## src/hdl/emps_pkg.sv

```systemverilog
// Register map, field positions, reset values and timing counts for the
// external memory port status block.
// Assumes a 10 MHz CPU clock and a 32-bit AXI4-Lite register bus.
package emps_pkg;
   // Register indices; the byte address is four times the index
   localparam logic [15:0] IDX_DATA_CFG   = 16'h0200;
   localparam logic [15:0] IDX_DATA_ERR   = 16'h0202;
   localparam logic [15:0] IDX_FETCH_ERR  = 16'h0302;
   localparam logic [15:0] IDX_SYS_CFG    = 16'h07fd;
   localparam logic [15:0] IDX_TO_CTRL    = 16'h9000;
   localparam logic [15:0] IDX_IDLE_CTRL  = 16'h0001;
   localparam logic [15:0] IDX_IRQ_STATUS = 16'h0010;
   localparam logic [15:0] IDX_IRQ_MASK   = 16'h0011;

   localparam logic [31:0] A_DATA_CFG   = {14'h0000, IDX_DATA_CFG, 2'h0};
   localparam logic [31:0] A_DATA_ERR   = {14'h0000, IDX_DATA_ERR, 2'h0};
   localparam logic [31:0] A_FETCH_ERR  = {14'h0000, IDX_FETCH_ERR, 2'h0};
   localparam logic [31:0] A_SYS_CFG    = {14'h0000, IDX_SYS_CFG, 2'h0};
   localparam logic [31:0] A_TO_CTRL    = {14'h0000, IDX_TO_CTRL, 2'h0};
   localparam logic [31:0] A_IDLE_CTRL  = {14'h0000, IDX_IDLE_CTRL, 2'h0};
   localparam logic [31:0] A_IRQ_STATUS = {14'h0000, IDX_IRQ_STATUS, 2'h0};
   localparam logic [31:0] A_IRQ_MASK   = {14'h0000, IDX_IRQ_MASK, 2'h0};

   // Field positions
   localparam int WPE_BIT       = 7;
   localparam int DATA_TO_BIT   = 12;
   localparam int FETCH_TO_BIT  = 12;
   localparam int CACHE_OK_BIT  = 5;
   localparam int CFG_RSVD_BIT  = 4;
   localparam int TO_EN_BIT     = 1;
   localparam int IDLE_REQ_BIT  = 0;
   localparam int IRQ_DATA_TO   = 0;
   localparam int IRQ_FETCH_TO  = 1;
   localparam int IRQ_IDLE_ERR  = 2;

   // Reset values
   localparam logic       WPE_RST      = 1'b0;
   localparam logic       CFG_RSVD_RST = 1'b0;
   localparam logic       TO_EN_RST    = 1'b0;
   localparam logic [9:0] CFG_HI_VAL   = 10'h208;
   localparam logic [2:0] IRQ_RST      = 3'h0;

   // Stall limit in CPU clock cycles
   localparam int          TO_CYCLES = 512;
   localparam logic [9:0]  TO_LIMIT  = 10'(TO_CYCLES);

   localparam int          ADDR_W = 24;
   localparam logic [1:0]  RESP_OKAY   = 2'h0;
   localparam logic [1:0]  RESP_SLVERR = 2'h2;

   typedef enum logic [1:0] {FP_READY, FP_WAIT, FP_SLEEP} emps_fetch_t;
endpackage

```

## src/hdl/emps_timeout.sv

```systemverilog
// Stall watchdog: pulses once when a stall outlasts the limit.
// Assumes stall_i stays high for the whole of one stalled access.
`timescale 1ns/1ns
module emps_timeout
   import emps_pkg::*;
(
   input  wire logic clk_i,
   input  wire logic nrst_i,
   input  wire logic en_i,
   input  wire logic stall_i,
   output logic      hit_o
);
   logic [9:0] cnt;

   // Saturating one past the limit keeps a long stall from hitting twice
   assign hit_o = en_i && stall_i && (cnt == TO_LIMIT);

   always_ff @(posedge clk_i) begin
      if (!nrst_i || !en_i || !stall_i) begin
         cnt <= 10'h000;
      end else if (cnt != TO_LIMIT + 10'h001) begin
         cnt <= cnt + 10'h001;
      end
   end

   stall_length_a : assert property (@(posedge clk_i) disable iff (!nrst_i)
      hit_o |-> $past(en_i && stall_i, 512))
      else $error("time-out declared before 512 stalled cycles");
endmodule

```

## src/hdl/emps_top.sv

```systemverilog
// Data-side write posting and fetch-port control with their error status,
// reached over AXI4-Lite.
// Assumes CPU, cache and external memory interface share clk_i.
// Behaviour
// - Bit 7 enables write posting, reset 0
// - Two posting slots; stall only when both full
// - Read-only data time-out flag at bit 12
// - Fetch port carries cache requests, returns data
// - Read-only fetch time-out flag at bit 12
// - Fetch time-outs only while time-out enabled
// - Time-out after more than 512 stalled cycles
// - Idle bit plus idle instruction requests idle
// - Enter idle only with no cache request
// - Idle port ignores and never answers requests
// - Bus error when idled without CPU idle
// - Bit 5 shows cache working, reset 0
//
// Register access over AXI4-Lite is this design's own decision.
`timescale 1ns/1ns
module emps_top
   import emps_pkg::*;
(
   input  wire logic              clk_i,
   input  wire logic              nrst_i,
   input  wire logic [31:0]       awaddr_i,
   input  wire logic              awvalid_i,
   output logic                   awready_o,
   input  wire logic [31:0]       wdata_i,
   input  wire logic [3:0]        wstrb_i,
   input  wire logic              wvalid_i,
   output logic                   wready_o,
   output logic [1:0]             bresp_o,
   output logic                   bvalid_o,
   input  wire logic              bready_i,
   input  wire logic [31:0]       araddr_i,
   input  wire logic              arvalid_i,
   output logic                   arready_o,
   output logic [31:0]            rdata_o,
   output logic [1:0]             rresp_o,
   output logic                   rvalid_o,
   input  wire logic              rready_i,
   output logic                   irq_o,
   input  wire logic              dwr_valid_i,
   input  wire logic [ADDR_W-1:0] dwr_addr_i,
   input  wire logic [15:0]       dwr_data_i,
   output logic                   dwr_ready_o,
   input  wire logic              dmem_stall_i,
   output logic                   external_memory_interface_wr_valid_o,
   output logic [ADDR_W-1:0]      external_memory_interface_wr_addr_o,
   output logic [15:0]            external_memory_interface_wr_data_o,
   input  wire logic              external_memory_interface_wr_ready_i,
   input  wire logic              ic_req_i,
   input  wire logic [ADDR_W-1:0] ic_addr_i,
   output logic                   ic_rvalid_o,
   output logic [31:0]            ic_rdata_o,
   output logic                   fetch_req_o,
   output logic [ADDR_W-1:0]      fetch_addr_o,
   input  wire logic              fetch_ack_i,
   input  wire logic [31:0]       fetch_data_i,
   input  wire logic              idle_instr_i,
   input  wire logic              cpu_idle_i,
   output logic                   fetch_idle_o,
   output logic                   idle_bus_err_o,
   input  wire logic              cache_ok_i
);
   // Register state
   logic        write_posting_enable;
   logic        cfg_rsvd;
   logic        ext_memory_timeout_enable;
   logic        fetch_port_idle_request;
   logic        data_port_timeout_flag;
   logic        cache_fetch_timeout_flag;
   logic        cache_working_flag;
   logic [2:0]  irq_status;
   logic [2:0]  irq_mask;

   // Bus slave holding state
   logic [31:0] aw_addr;
   logic [31:0] w_data;
   logic        w_lane0;
   logic        wr_fire;
   logic        wr_hit;
   logic [31:0] rd_word;
   logic        rd_hit;
   logic        ar_take;

   // Posting slots; slot 0 is the one offered to the memory interface
   logic                v1;
   logic [ADDR_W-1:0]   a1;
   logic [15:0]         d1;
   logic                n_v0;
   logic                n_v1;
   logic [ADDR_W-1:0]   n_a0;
   logic [ADDR_W-1:0]   n_a1;
   logic [15:0]         n_d0;
   logic [15:0]         n_d1;
   logic                push;
   logic                pop;
   logic                next_ready;

   // Fetch port
   emps_fetch_t fstate;
   emps_fetch_t next_fstate;
   logic        idle_pend;
   logic        enter_sleep;
   logic        data_hit;
   logic        fetch_hit;
   logic        data_stall;
   logic        fetch_stall;
   logic [2:0]  irq_event;
   logic [2:0]  irq_clear;

   // Register writes
   assign wr_fire = !awready_o && !wready_o && !bvalid_o;
   assign wr_hit  = (aw_addr == A_DATA_CFG) || (aw_addr == A_SYS_CFG) ||
                    (aw_addr == A_TO_CTRL) || (aw_addr == A_IDLE_CTRL) ||
                    (aw_addr == A_IRQ_STATUS) || (aw_addr == A_IRQ_MASK) ||
                    (aw_addr == A_DATA_ERR) || (aw_addr == A_FETCH_ERR);
   assign irq_clear = (wr_fire && w_lane0 && aw_addr == A_IRQ_STATUS) ? w_data[2:0] : 3'h0;

   // Register reads; unnamed bits are zero except the fixed upper config field
   assign ar_take = arvalid_i && arready_o;
   always_comb begin
      rd_word = 32'h0000_0000;
      rd_hit  = 1'b1;
      if (araddr_i == A_DATA_CFG) begin
         rd_word[WPE_BIT] = write_posting_enable;
      end else if (araddr_i == A_DATA_ERR) begin
         rd_word[DATA_TO_BIT] = data_port_timeout_flag;
      end else if (araddr_i == A_FETCH_ERR) begin
         rd_word[FETCH_TO_BIT] = cache_fetch_timeout_flag;
      end else if (araddr_i == A_SYS_CFG) begin
         rd_word[15:6]         = CFG_HI_VAL;
         rd_word[CACHE_OK_BIT] = cache_working_flag;
         rd_word[CFG_RSVD_BIT] = cfg_rsvd;
      end else if (araddr_i == A_TO_CTRL) begin
         rd_word[TO_EN_BIT] = ext_memory_timeout_enable;
      end else if (araddr_i == A_IDLE_CTRL) begin
         rd_word[IDLE_REQ_BIT] = fetch_port_idle_request;
      end else if (araddr_i == A_IRQ_STATUS) begin
         rd_word[2:0] = irq_status;
      end else if (araddr_i == A_IRQ_MASK) begin
         rd_word[2:0] = irq_mask;
      end else begin
         rd_hit = 1'b0;
      end
   end

   always_ff @(posedge clk_i) begin
      if (!nrst_i) begin
         awready_o <= 1'b1;
         wready_o  <= 1'b1;
         bvalid_o  <= 1'b0;
         bresp_o   <= RESP_OKAY;
         aw_addr   <= 32'h0000_0000;
         w_data    <= 32'h0000_0000;
         w_lane0   <= 1'b0;
      end else begin
         if (awvalid_i && awready_o) begin
            aw_addr   <= awaddr_i;
            awready_o <= 1'b0;
         end
         if (wvalid_i && wready_o) begin
            w_data   <= wdata_i;
            w_lane0  <= wstrb_i[0];
            wready_o <= 1'b0;
         end
         if (wr_fire) begin
            bvalid_o  <= 1'b1;
            bresp_o   <= wr_hit ? RESP_OKAY : RESP_SLVERR;
            awready_o <= 1'b1;
            wready_o  <= 1'b1;
         end else if (bvalid_o && bready_i) begin
            bvalid_o <= 1'b0;
         end
      end
   end

   always_ff @(posedge clk_i) begin
      if (!nrst_i) begin
         arready_o <= 1'b1;
         rvalid_o  <= 1'b0;
         rdata_o   <= 32'h0000_0000;
         rresp_o   <= RESP_OKAY;
      end else if (ar_take) begin
         arready_o <= 1'b0;
         rvalid_o  <= 1'b1;
         rdata_o   <= rd_word;
         rresp_o   <= rd_hit ? RESP_OKAY : RESP_SLVERR;
      end else if (rvalid_o && rready_i) begin
         arready_o <= 1'b1;
         rvalid_o  <= 1'b0;
      end
   end

   // Writable fields; error flags and the cache bit take no bus writes
   always_ff @(posedge clk_i) begin
      if (!nrst_i) begin
         write_posting_enable      <= WPE_RST;
         cfg_rsvd                  <= CFG_RSVD_RST;
         ext_memory_timeout_enable <= TO_EN_RST;
         irq_mask                  <= IRQ_RST;
      end else if (wr_fire && w_lane0) begin
         if (aw_addr == A_DATA_CFG) begin
            write_posting_enable <= w_data[WPE_BIT];
         end
         if (aw_addr == A_SYS_CFG) begin
            cfg_rsvd <= w_data[CFG_RSVD_BIT];
         end
         if (aw_addr == A_TO_CTRL) begin
            ext_memory_timeout_enable <= w_data[TO_EN_BIT];
         end
         if (aw_addr == A_IRQ_MASK) begin
            irq_mask <= w_data[2:0];
         end
      end
   end

   wpe_write_a : assert property (@(posedge clk_i) disable iff (!nrst_i)
      (wr_fire && w_lane0 && aw_addr == A_DATA_CFG)
         |=> write_posting_enable == $past(w_data[WPE_BIT]))
      else $error("posting enable did not take the written bit");

   // Write posting
   assign pop  = external_memory_interface_wr_valid_o && external_memory_interface_wr_ready_i;
   assign push = dwr_valid_i && dwr_ready_o;
   always_comb begin
      n_v0 = external_memory_interface_wr_valid_o;
      n_a0 = external_memory_interface_wr_addr_o;
      n_d0 = external_memory_interface_wr_data_o;
      n_v1 = v1;
      n_a1 = a1;
      n_d1 = d1;
      if (pop) begin
         n_v0 = v1;
         n_a0 = a1;
         n_d0 = d1;
         n_v1 = 1'b0;
      end
      if (push && !n_v0) begin
         n_v0 = 1'b1;
         n_a0 = dwr_addr_i;
         n_d0 = dwr_data_i;
      end else if (push) begin
         n_v1 = 1'b1;
         n_a1 = dwr_addr_i;
         n_d1 = dwr_data_i;
      end
   end
   // Without posting the CPU waits for the previous write to leave
   assign next_ready = write_posting_enable ? !(n_v0 && n_v1) : !n_v0;

   always_ff @(posedge clk_i) begin
      if (!nrst_i) begin
         external_memory_interface_wr_valid_o <= 1'b0;
         external_memory_interface_wr_addr_o  <= '0;
         external_memory_interface_wr_data_o  <= 16'h0000;
         v1              <= 1'b0;
         a1              <= '0;
         d1              <= 16'h0000;
         dwr_ready_o     <= 1'b0;
      end else begin
         external_memory_interface_wr_valid_o <= n_v0;
         external_memory_interface_wr_addr_o  <= n_a0;
         external_memory_interface_wr_data_o  <= n_d0;
         v1              <= n_v1;
         a1              <= n_a1;
         d1              <= n_d1;
         dwr_ready_o     <= next_ready;
      end
   end

   post_full_a : assert property (@(posedge clk_i) disable iff (!nrst_i)
      (external_memory_interface_wr_valid_o && v1) |-> !dwr_ready_o)
      else $error("write accepted with both posting slots full");
   post_free_a : assert property (@(posedge clk_i) disable iff (!nrst_i)
      (write_posting_enable && !external_memory_interface_wr_valid_o && !v1) |-> dwr_ready_o)
      else $error("posting stalled with free slots");

   // Time-out watchdogs
   assign data_stall  = (external_memory_interface_wr_valid_o && !external_memory_interface_wr_ready_i) || dmem_stall_i;
   assign fetch_stall = fetch_req_o && !fetch_ack_i;

   emps_timeout u_data_to (
      .clk_i   (clk_i),
      .nrst_i  (nrst_i),
      .en_i    (ext_memory_timeout_enable),
      .stall_i (data_stall),
      .hit_o   (data_hit)
   );

   emps_timeout u_fetch_to (
      .clk_i   (clk_i),
      .nrst_i  (nrst_i),
      .en_i    (ext_memory_timeout_enable),
      .stall_i (fetch_stall),
      .hit_o   (fetch_hit)
   );

   // Fetch port sequencing
   assign enter_sleep = (fstate == FP_READY) && idle_pend && !ic_req_i;
   always_comb begin
      next_fstate = fstate;
      case (fstate)
         FP_READY: begin
            if (enter_sleep) begin
               next_fstate = FP_SLEEP;
            end else if (ic_req_i && !ic_rvalid_o) begin
               next_fstate = FP_WAIT;
            end
         end
         FP_WAIT: begin
            if (fetch_ack_i) begin
               next_fstate = FP_READY;
            end
         end
         FP_SLEEP: begin
            // Requests stay unanswered until software drops the idle bit
            if (!fetch_port_idle_request) begin
               next_fstate = FP_READY;
            end
         end
         default: next_fstate = FP_READY;
      endcase
   end

   always_ff @(posedge clk_i) begin
      if (!nrst_i) begin
         fstate         <= FP_READY;
         fetch_req_o    <= 1'b0;
         fetch_addr_o   <= '0;
         ic_rvalid_o    <= 1'b0;
         ic_rdata_o     <= 32'h0000_0000;
         fetch_idle_o   <= 1'b0;
         idle_bus_err_o <= 1'b0;
      end else begin
         fstate         <= next_fstate;
         fetch_idle_o   <= (next_fstate == FP_SLEEP);
         idle_bus_err_o <= enter_sleep && !cpu_idle_i;
         ic_rvalid_o    <= (fstate == FP_WAIT) && fetch_ack_i;
         if ((fstate == FP_WAIT) && fetch_ack_i) begin
            ic_rdata_o <= fetch_data_i;
         end
         if (next_fstate == FP_WAIT && fstate == FP_READY) begin
            fetch_req_o  <= 1'b1;
            fetch_addr_o <= ic_addr_i;
         end else if (fetch_ack_i) begin
            fetch_req_o <= 1'b0;
         end
      end
   end

   // Idle request: control bit armed, then the idle instruction
   always_ff @(posedge clk_i) begin
      if (!nrst_i) begin
         fetch_port_idle_request <= 1'b0;
         idle_pend               <= 1'b0;
      end else begin
         if (wr_fire && w_lane0 && aw_addr == A_IDLE_CTRL) begin
            fetch_port_idle_request <= w_data[IDLE_REQ_BIT];
         end
         if (enter_sleep || !fetch_port_idle_request) begin
            idle_pend <= 1'b0;
         end else if (idle_instr_i) begin
            idle_pend <= 1'b1;
         end
      end
   end

   fetch_return_a : assert property (@(posedge clk_i) disable iff (!nrst_i)
      (fstate == FP_WAIT && fetch_ack_i) |=> ic_rvalid_o && ic_rdata_o == $past(fetch_data_i))
      else $error("fetched data not returned to the cache");
   sleep_entry_a : assert property (@(posedge clk_i) disable iff (!nrst_i)
      (fstate != FP_SLEEP && next_fstate == FP_SLEEP) |-> !ic_req_i && idle_pend)
      else $error("fetch port idled with a request pending");
   sleep_quiet_a : assert property (@(posedge clk_i) disable iff (!nrst_i)
      (fstate == FP_SLEEP && $past(fstate == FP_SLEEP)) |-> !ic_rvalid_o && !fetch_req_o)
      else $error("idle fetch port answered a request");
   idle_error_a : assert property (@(posedge clk_i) disable iff (!nrst_i)
      (enter_sleep && !cpu_idle_i) |=> idle_bus_err_o ##1 !idle_bus_err_o || enter_sleep)
      else $error("no bus error when idled without CPU idle");

   // Status flags, cache health and interrupt
   assign irq_event = {enter_sleep && !cpu_idle_i, fetch_hit, data_hit};
   always_ff @(posedge clk_i) begin
      if (!nrst_i) begin
         data_port_timeout_flag   <= 1'b0;
         cache_fetch_timeout_flag <= 1'b0;
         cache_working_flag       <= 1'b0;
         irq_status               <= IRQ_RST;
         irq_o                    <= 1'b0;
      end else begin
         data_port_timeout_flag   <= data_port_timeout_flag | data_hit;
         cache_fetch_timeout_flag <= cache_fetch_timeout_flag | fetch_hit;
         cache_working_flag       <= cache_ok_i;
         // A new event wins over a clear in the same cycle
         irq_status               <= (irq_status & ~irq_clear) | irq_event;
         irq_o                    <= |(irq_status & irq_mask);
      end
   end

   data_flag_a : assert property (@(posedge clk_i) disable iff (!nrst_i)
      data_hit |=> data_port_timeout_flag [*3])
      else $error("data time-out flag not set and held");
   fetch_flag_a : assert property (@(posedge clk_i) disable iff (!nrst_i)
      $rose(cache_fetch_timeout_flag) |-> $past(ext_memory_timeout_enable && fetch_stall))
      else $error("fetch time-out flagged with detection disabled");
   cfg_read_a : assert property (@(posedge clk_i) disable iff (!nrst_i)
      (ar_take && araddr_i == A_SYS_CFG)
         |=> rdata_o[15:6] == CFG_HI_VAL && rdata_o[3:0] == 4'h0 && rdata_o[31:16] == 16'h0000)
      else $error("configuration register read wrong fixed bits");
   irq_level_a : assert property (@(posedge clk_i) disable iff (!nrst_i)
      ##1 irq_o == $past(|(irq_status & irq_mask)))
      else $error("interrupt output does not follow masked status");
endmodule

```

## config.mk

```make
export PLATFORM = sky130hd
export DESIGN_NAME = emps_top
export DESIGN_NICKNAME = d
export VERILOG_FILES = /design/src/hdl/emps_pkg.sv /design/src/hdl/emps_timeout.sv /design/src/hdl/emps_top.sv
export SDC_FILE = /design/constraint.sdc
export NUM_CORES = 1
export LEC_CHECK = 0
export BUFFER_PORTS_ARGS = -buffer_cell sky130_fd_sc_hd__buf_2
export CAP_MARGIN = 0
export CORE_AREA = 10 10 147 149
export CTS_CLUSTER_SIZE = 30
export DETAILED_ROUTE_END_ITERATION = 8
export DIE_AREA = 0 0 157 159
export MAX_ROUTING_LAYER = met4
export PLACE_DENSITY = 0.85
export SLEW_MARGIN = 20
export SYNTH_ARGS = -nofsm -noshare
export SYNTH_HDL_FRONTEND = slang
export SYNTH_SLANG_ARGS = --single-unit
```

## constraint.sdc

```tcl
create_clock -name clk_i -period 4.9 [get_ports clk_i]
set_clock_uncertainty 0.15 [all_clocks]
set_input_delay 0.245 -clock clk_i [delete_from_list [all_inputs] [get_ports clk_i]]
set_output_delay 0.245 -clock clk_i [all_outputs]
set_load 0.01 [all_outputs]
```

==> out/qor.yml <==
outcome:
  status: "finished, final reports clean"
floorplanning:
  io_pins: 355
  core_area_sq_mm: 0.0186
  die_area_sq_mm: 0.0250
  start_util_pct: 53.5
  die_w_um: 157
  rows: 50
  die_h_um: 159
timing:
  finalSetupViolations: 0
  fmaxAchievable_mhz: 380
  post-route-min-period_ns: 2.63
  rsz0062_at_grt: "no"
  fin_setup_tns_ns: 0
  finalHoldViolCount: 0
  tightest_slew_ns: 1.10
  slew_viol_final: 0
  relSlewSlack_pct: 26.8
  period_share_pct: 53.8
synthesis:
  yosysSeqAreaShare_pct: 46.9
  synth_edf_count: 0
  yosys_warnings: 0
  ys_types: 62
  synthCells: 1173
  ys.flop_type: "dfxtp_1"
  synth-async-reset-ratio_pct: 0
  syn-cell-area_sq_mm: 0.00994
  synth_seq_cells: 233
  avgSynthCellArea_sq_um: 8.48
place:
  placed_area_sq_mm: 0.0114
  dp_hpwl_mm: 21.1
  gp_congestion: 0.877
  portBuffers: 299
global_routing:
  grt_overflow_total: 0
  antenna_found_initial: 6
  grt_util_all_layers_pct: 28.2
  grt_pass1_wl_mm: 56.5
  grt_max_degree: 122
  grt_pass1_vias: 10600
clocking:
  post_cts_buffers: 0
  postCtsHoldBufs: 153
  cts_tree: "yes"
  postCtsResizedCells: 0
  clkLatencyLatePin_ns: 0.52
  cts-buffers-inserted: 25
  clk_pin_slew_ns: 0.06
  htree_num_levels: 1
  root_buffer: "clkbuf_16"
  max-clock-path-buffers: 3
  clock-sinks: 233
drt:
  wl_mm: 36.0
  ant_nets: 0
  drc: 0
  routed_via_density: 5.61
  wl_per_cell_um: 19.6
  drtIter0Drc: 727
  drtPass1Iterations: 7
  dr_total_vias: 10300
layout:
  design_area_sq_mm: 0.0138
  layout-drive-gt1-share_pct: 23.3
  nets: 1797
  areaGrowthSynthToFinish_pct: 39.2
power_and_ir_drop:
  ir_worst_vdd_mv: 0.334
  totalPowerFinal_mw: 4.58
  power_density_mw_per_mm2: 331
  leakage_nw: 6.09
hold_path:
  min_from: "ic_req_i"
  hp-class: "in -> reg"
critical_path:
  worst_setup_path_end_kind: "flip-flop"
  worstSetupStartpointType: "flip-flop"
  cp.required_ns: 5.14
  critical_path_arrival_ns: 2.88
  crit_path_start: "external_memory_interface_wr_valid_o"
  reg2reg_setup_slack_ns: 2.27
  cp_max_fo: 46
  timing.rr.start: "external_memory_interface_wr_valid_o"
  crit_type: "reg -> reg"
job:
  cap_violations: 0
==> where the power goes <==
| part | internal [mW] | switching, mW |
|---|---|---|
| Sequential | 1.97 | 0.0561 |
| Combinational | 0.268 | 0.310 |
| Clock | 1.21 | 0.768 |
| Total | 3.45 | 1.13 |
==> Yosys cell counts (all sizes together) (7+ instances only) <==
master	count	area share [%]
nand3	115	5.9
buf	28	2.1
o211a	40	4.0
nand2	326	12
dfxtp	233	47
nand2b	9	0.57
nand4	11	0.69
nor2b	16	1.0
nor4	21	2.1
a21oi	10	0.50
nor3	8	0.45
nor3b	7	0.53
clkbuf	77	2.9
a21boi	140	11
o21ai	10	0.50
inv	9	0.34
nor2	27	1.0
xor2	11	0.97
==> cells in the final DEF, fill, tap and decap left out, drive strengths merged, types with 10 or more instances in the layout <==
cell and instances:
a21boi 140, a21oi 10, buf 308, clkbuf 31, conb 25, dfxtp 233, dlygate4sd3 153, nand2 326
nand3 115, nand4 11, nor2 27, nor2b 16, nor4 21, o211a 40, o21ai 10, xor2 11
==> final cells by class <==
| type | count | area, sq um |
|---|---|---|
| multi-input cells | 850 | 4860 |
| fillers | 1227 | 4740 |
| flip-flops and latches | 233 | 4660 |
| repair buffers | 461 | 3110 |
| clock buffers | 31 | 688 |
| well taps | 234 | 293 |
| clock inverters | 14 | 180 |
| inverters | 9 | 33.8 |
| diodes | 6 | 15.0 |
==> through the flow <==
| step | std cells | util [%] | hold slack, ns | worst slack (ns) |
|---|---|---|---|---|
| floorplan | 1197 | - | 0.182 | 3.01 |
| global route | 1838 | 74.5 | 0.0610 | 2.10 |
| detailed placement | 1634 | 61.5 | 0.293 | 2.18 |
| finish | 1838 | 74.5 | 0.0301 | 2.27 |
| global placement | 1634 | 61.5 | 0.287 | 2.26 |
| CTS | 1832 | 74.4 | 0.0143 | 2.37 |
==> flip-flops by register name, summed over array words and instances, names as in the netlist, 5 cells and up <==
| signal | flops |
|---|---|
| external_memory_interface_wr_addr_o | 24 |
| fetch_addr_o | 24 |
| aw_addr | 32 |
| u_data_to.cnt | 10 |
| external_memory_interface_wr_data_o | 16 |
| w_data | 5 |
| d1 | 16 |
| u_fetch_to.cnt | 10 |
| ic_rdata_o | 32 |
| rdata_o | 8 |
| a1 | 24 |
==> worst max-delay path, stage by stage, from the launching register on <==
cell,delay [ns]
dfxtp_1,0.30
buf_4,0.43
nand2_1,0.21
nand3_2,0.56
buf_4,0.51
nand3_1,0.16
o211a_1,0.18
==> cell families (layout without fill, tap and decap cells) <==
kind of cell | count (synthesis) | after routing | synth area share (%)
xor+xnor | 15 | 15 | 1.32
compound gates | 222 | 222 | 17.4
buf+inv | 114 | 515 | 5.36
simple gates | 571 | 571 | 27.1
mux | 11 | 11 | 1.17
flops | 233 | 233 | 46.9
other cells | 1 | 31 | 0.0377
fa+ha+maj | 6 | 6 | 0.755
==> routing by layer <==
layer / up-vias / GRT usage, % / share of wire, %
li1: 4783 / - / -
met1: 4869 / 29.4 / 36
met2: 513 / 48.1 / 51
met3: 139 / 6.77 / 8.2
met4: 0 / 15.0 / 5.5
met5: - / - / 0
==> worst paths after layout <==
check	endpoint	cells after the start
hold reg to reg	rdata_o[0]	2
hold / removal	fstate[1]	4
setup / recovery	external_memory_interface_wr_addr_o[8]	6
setup reg to reg	external_memory_interface_wr_addr_o[8]	6
(Power assumes the default switching activity.)
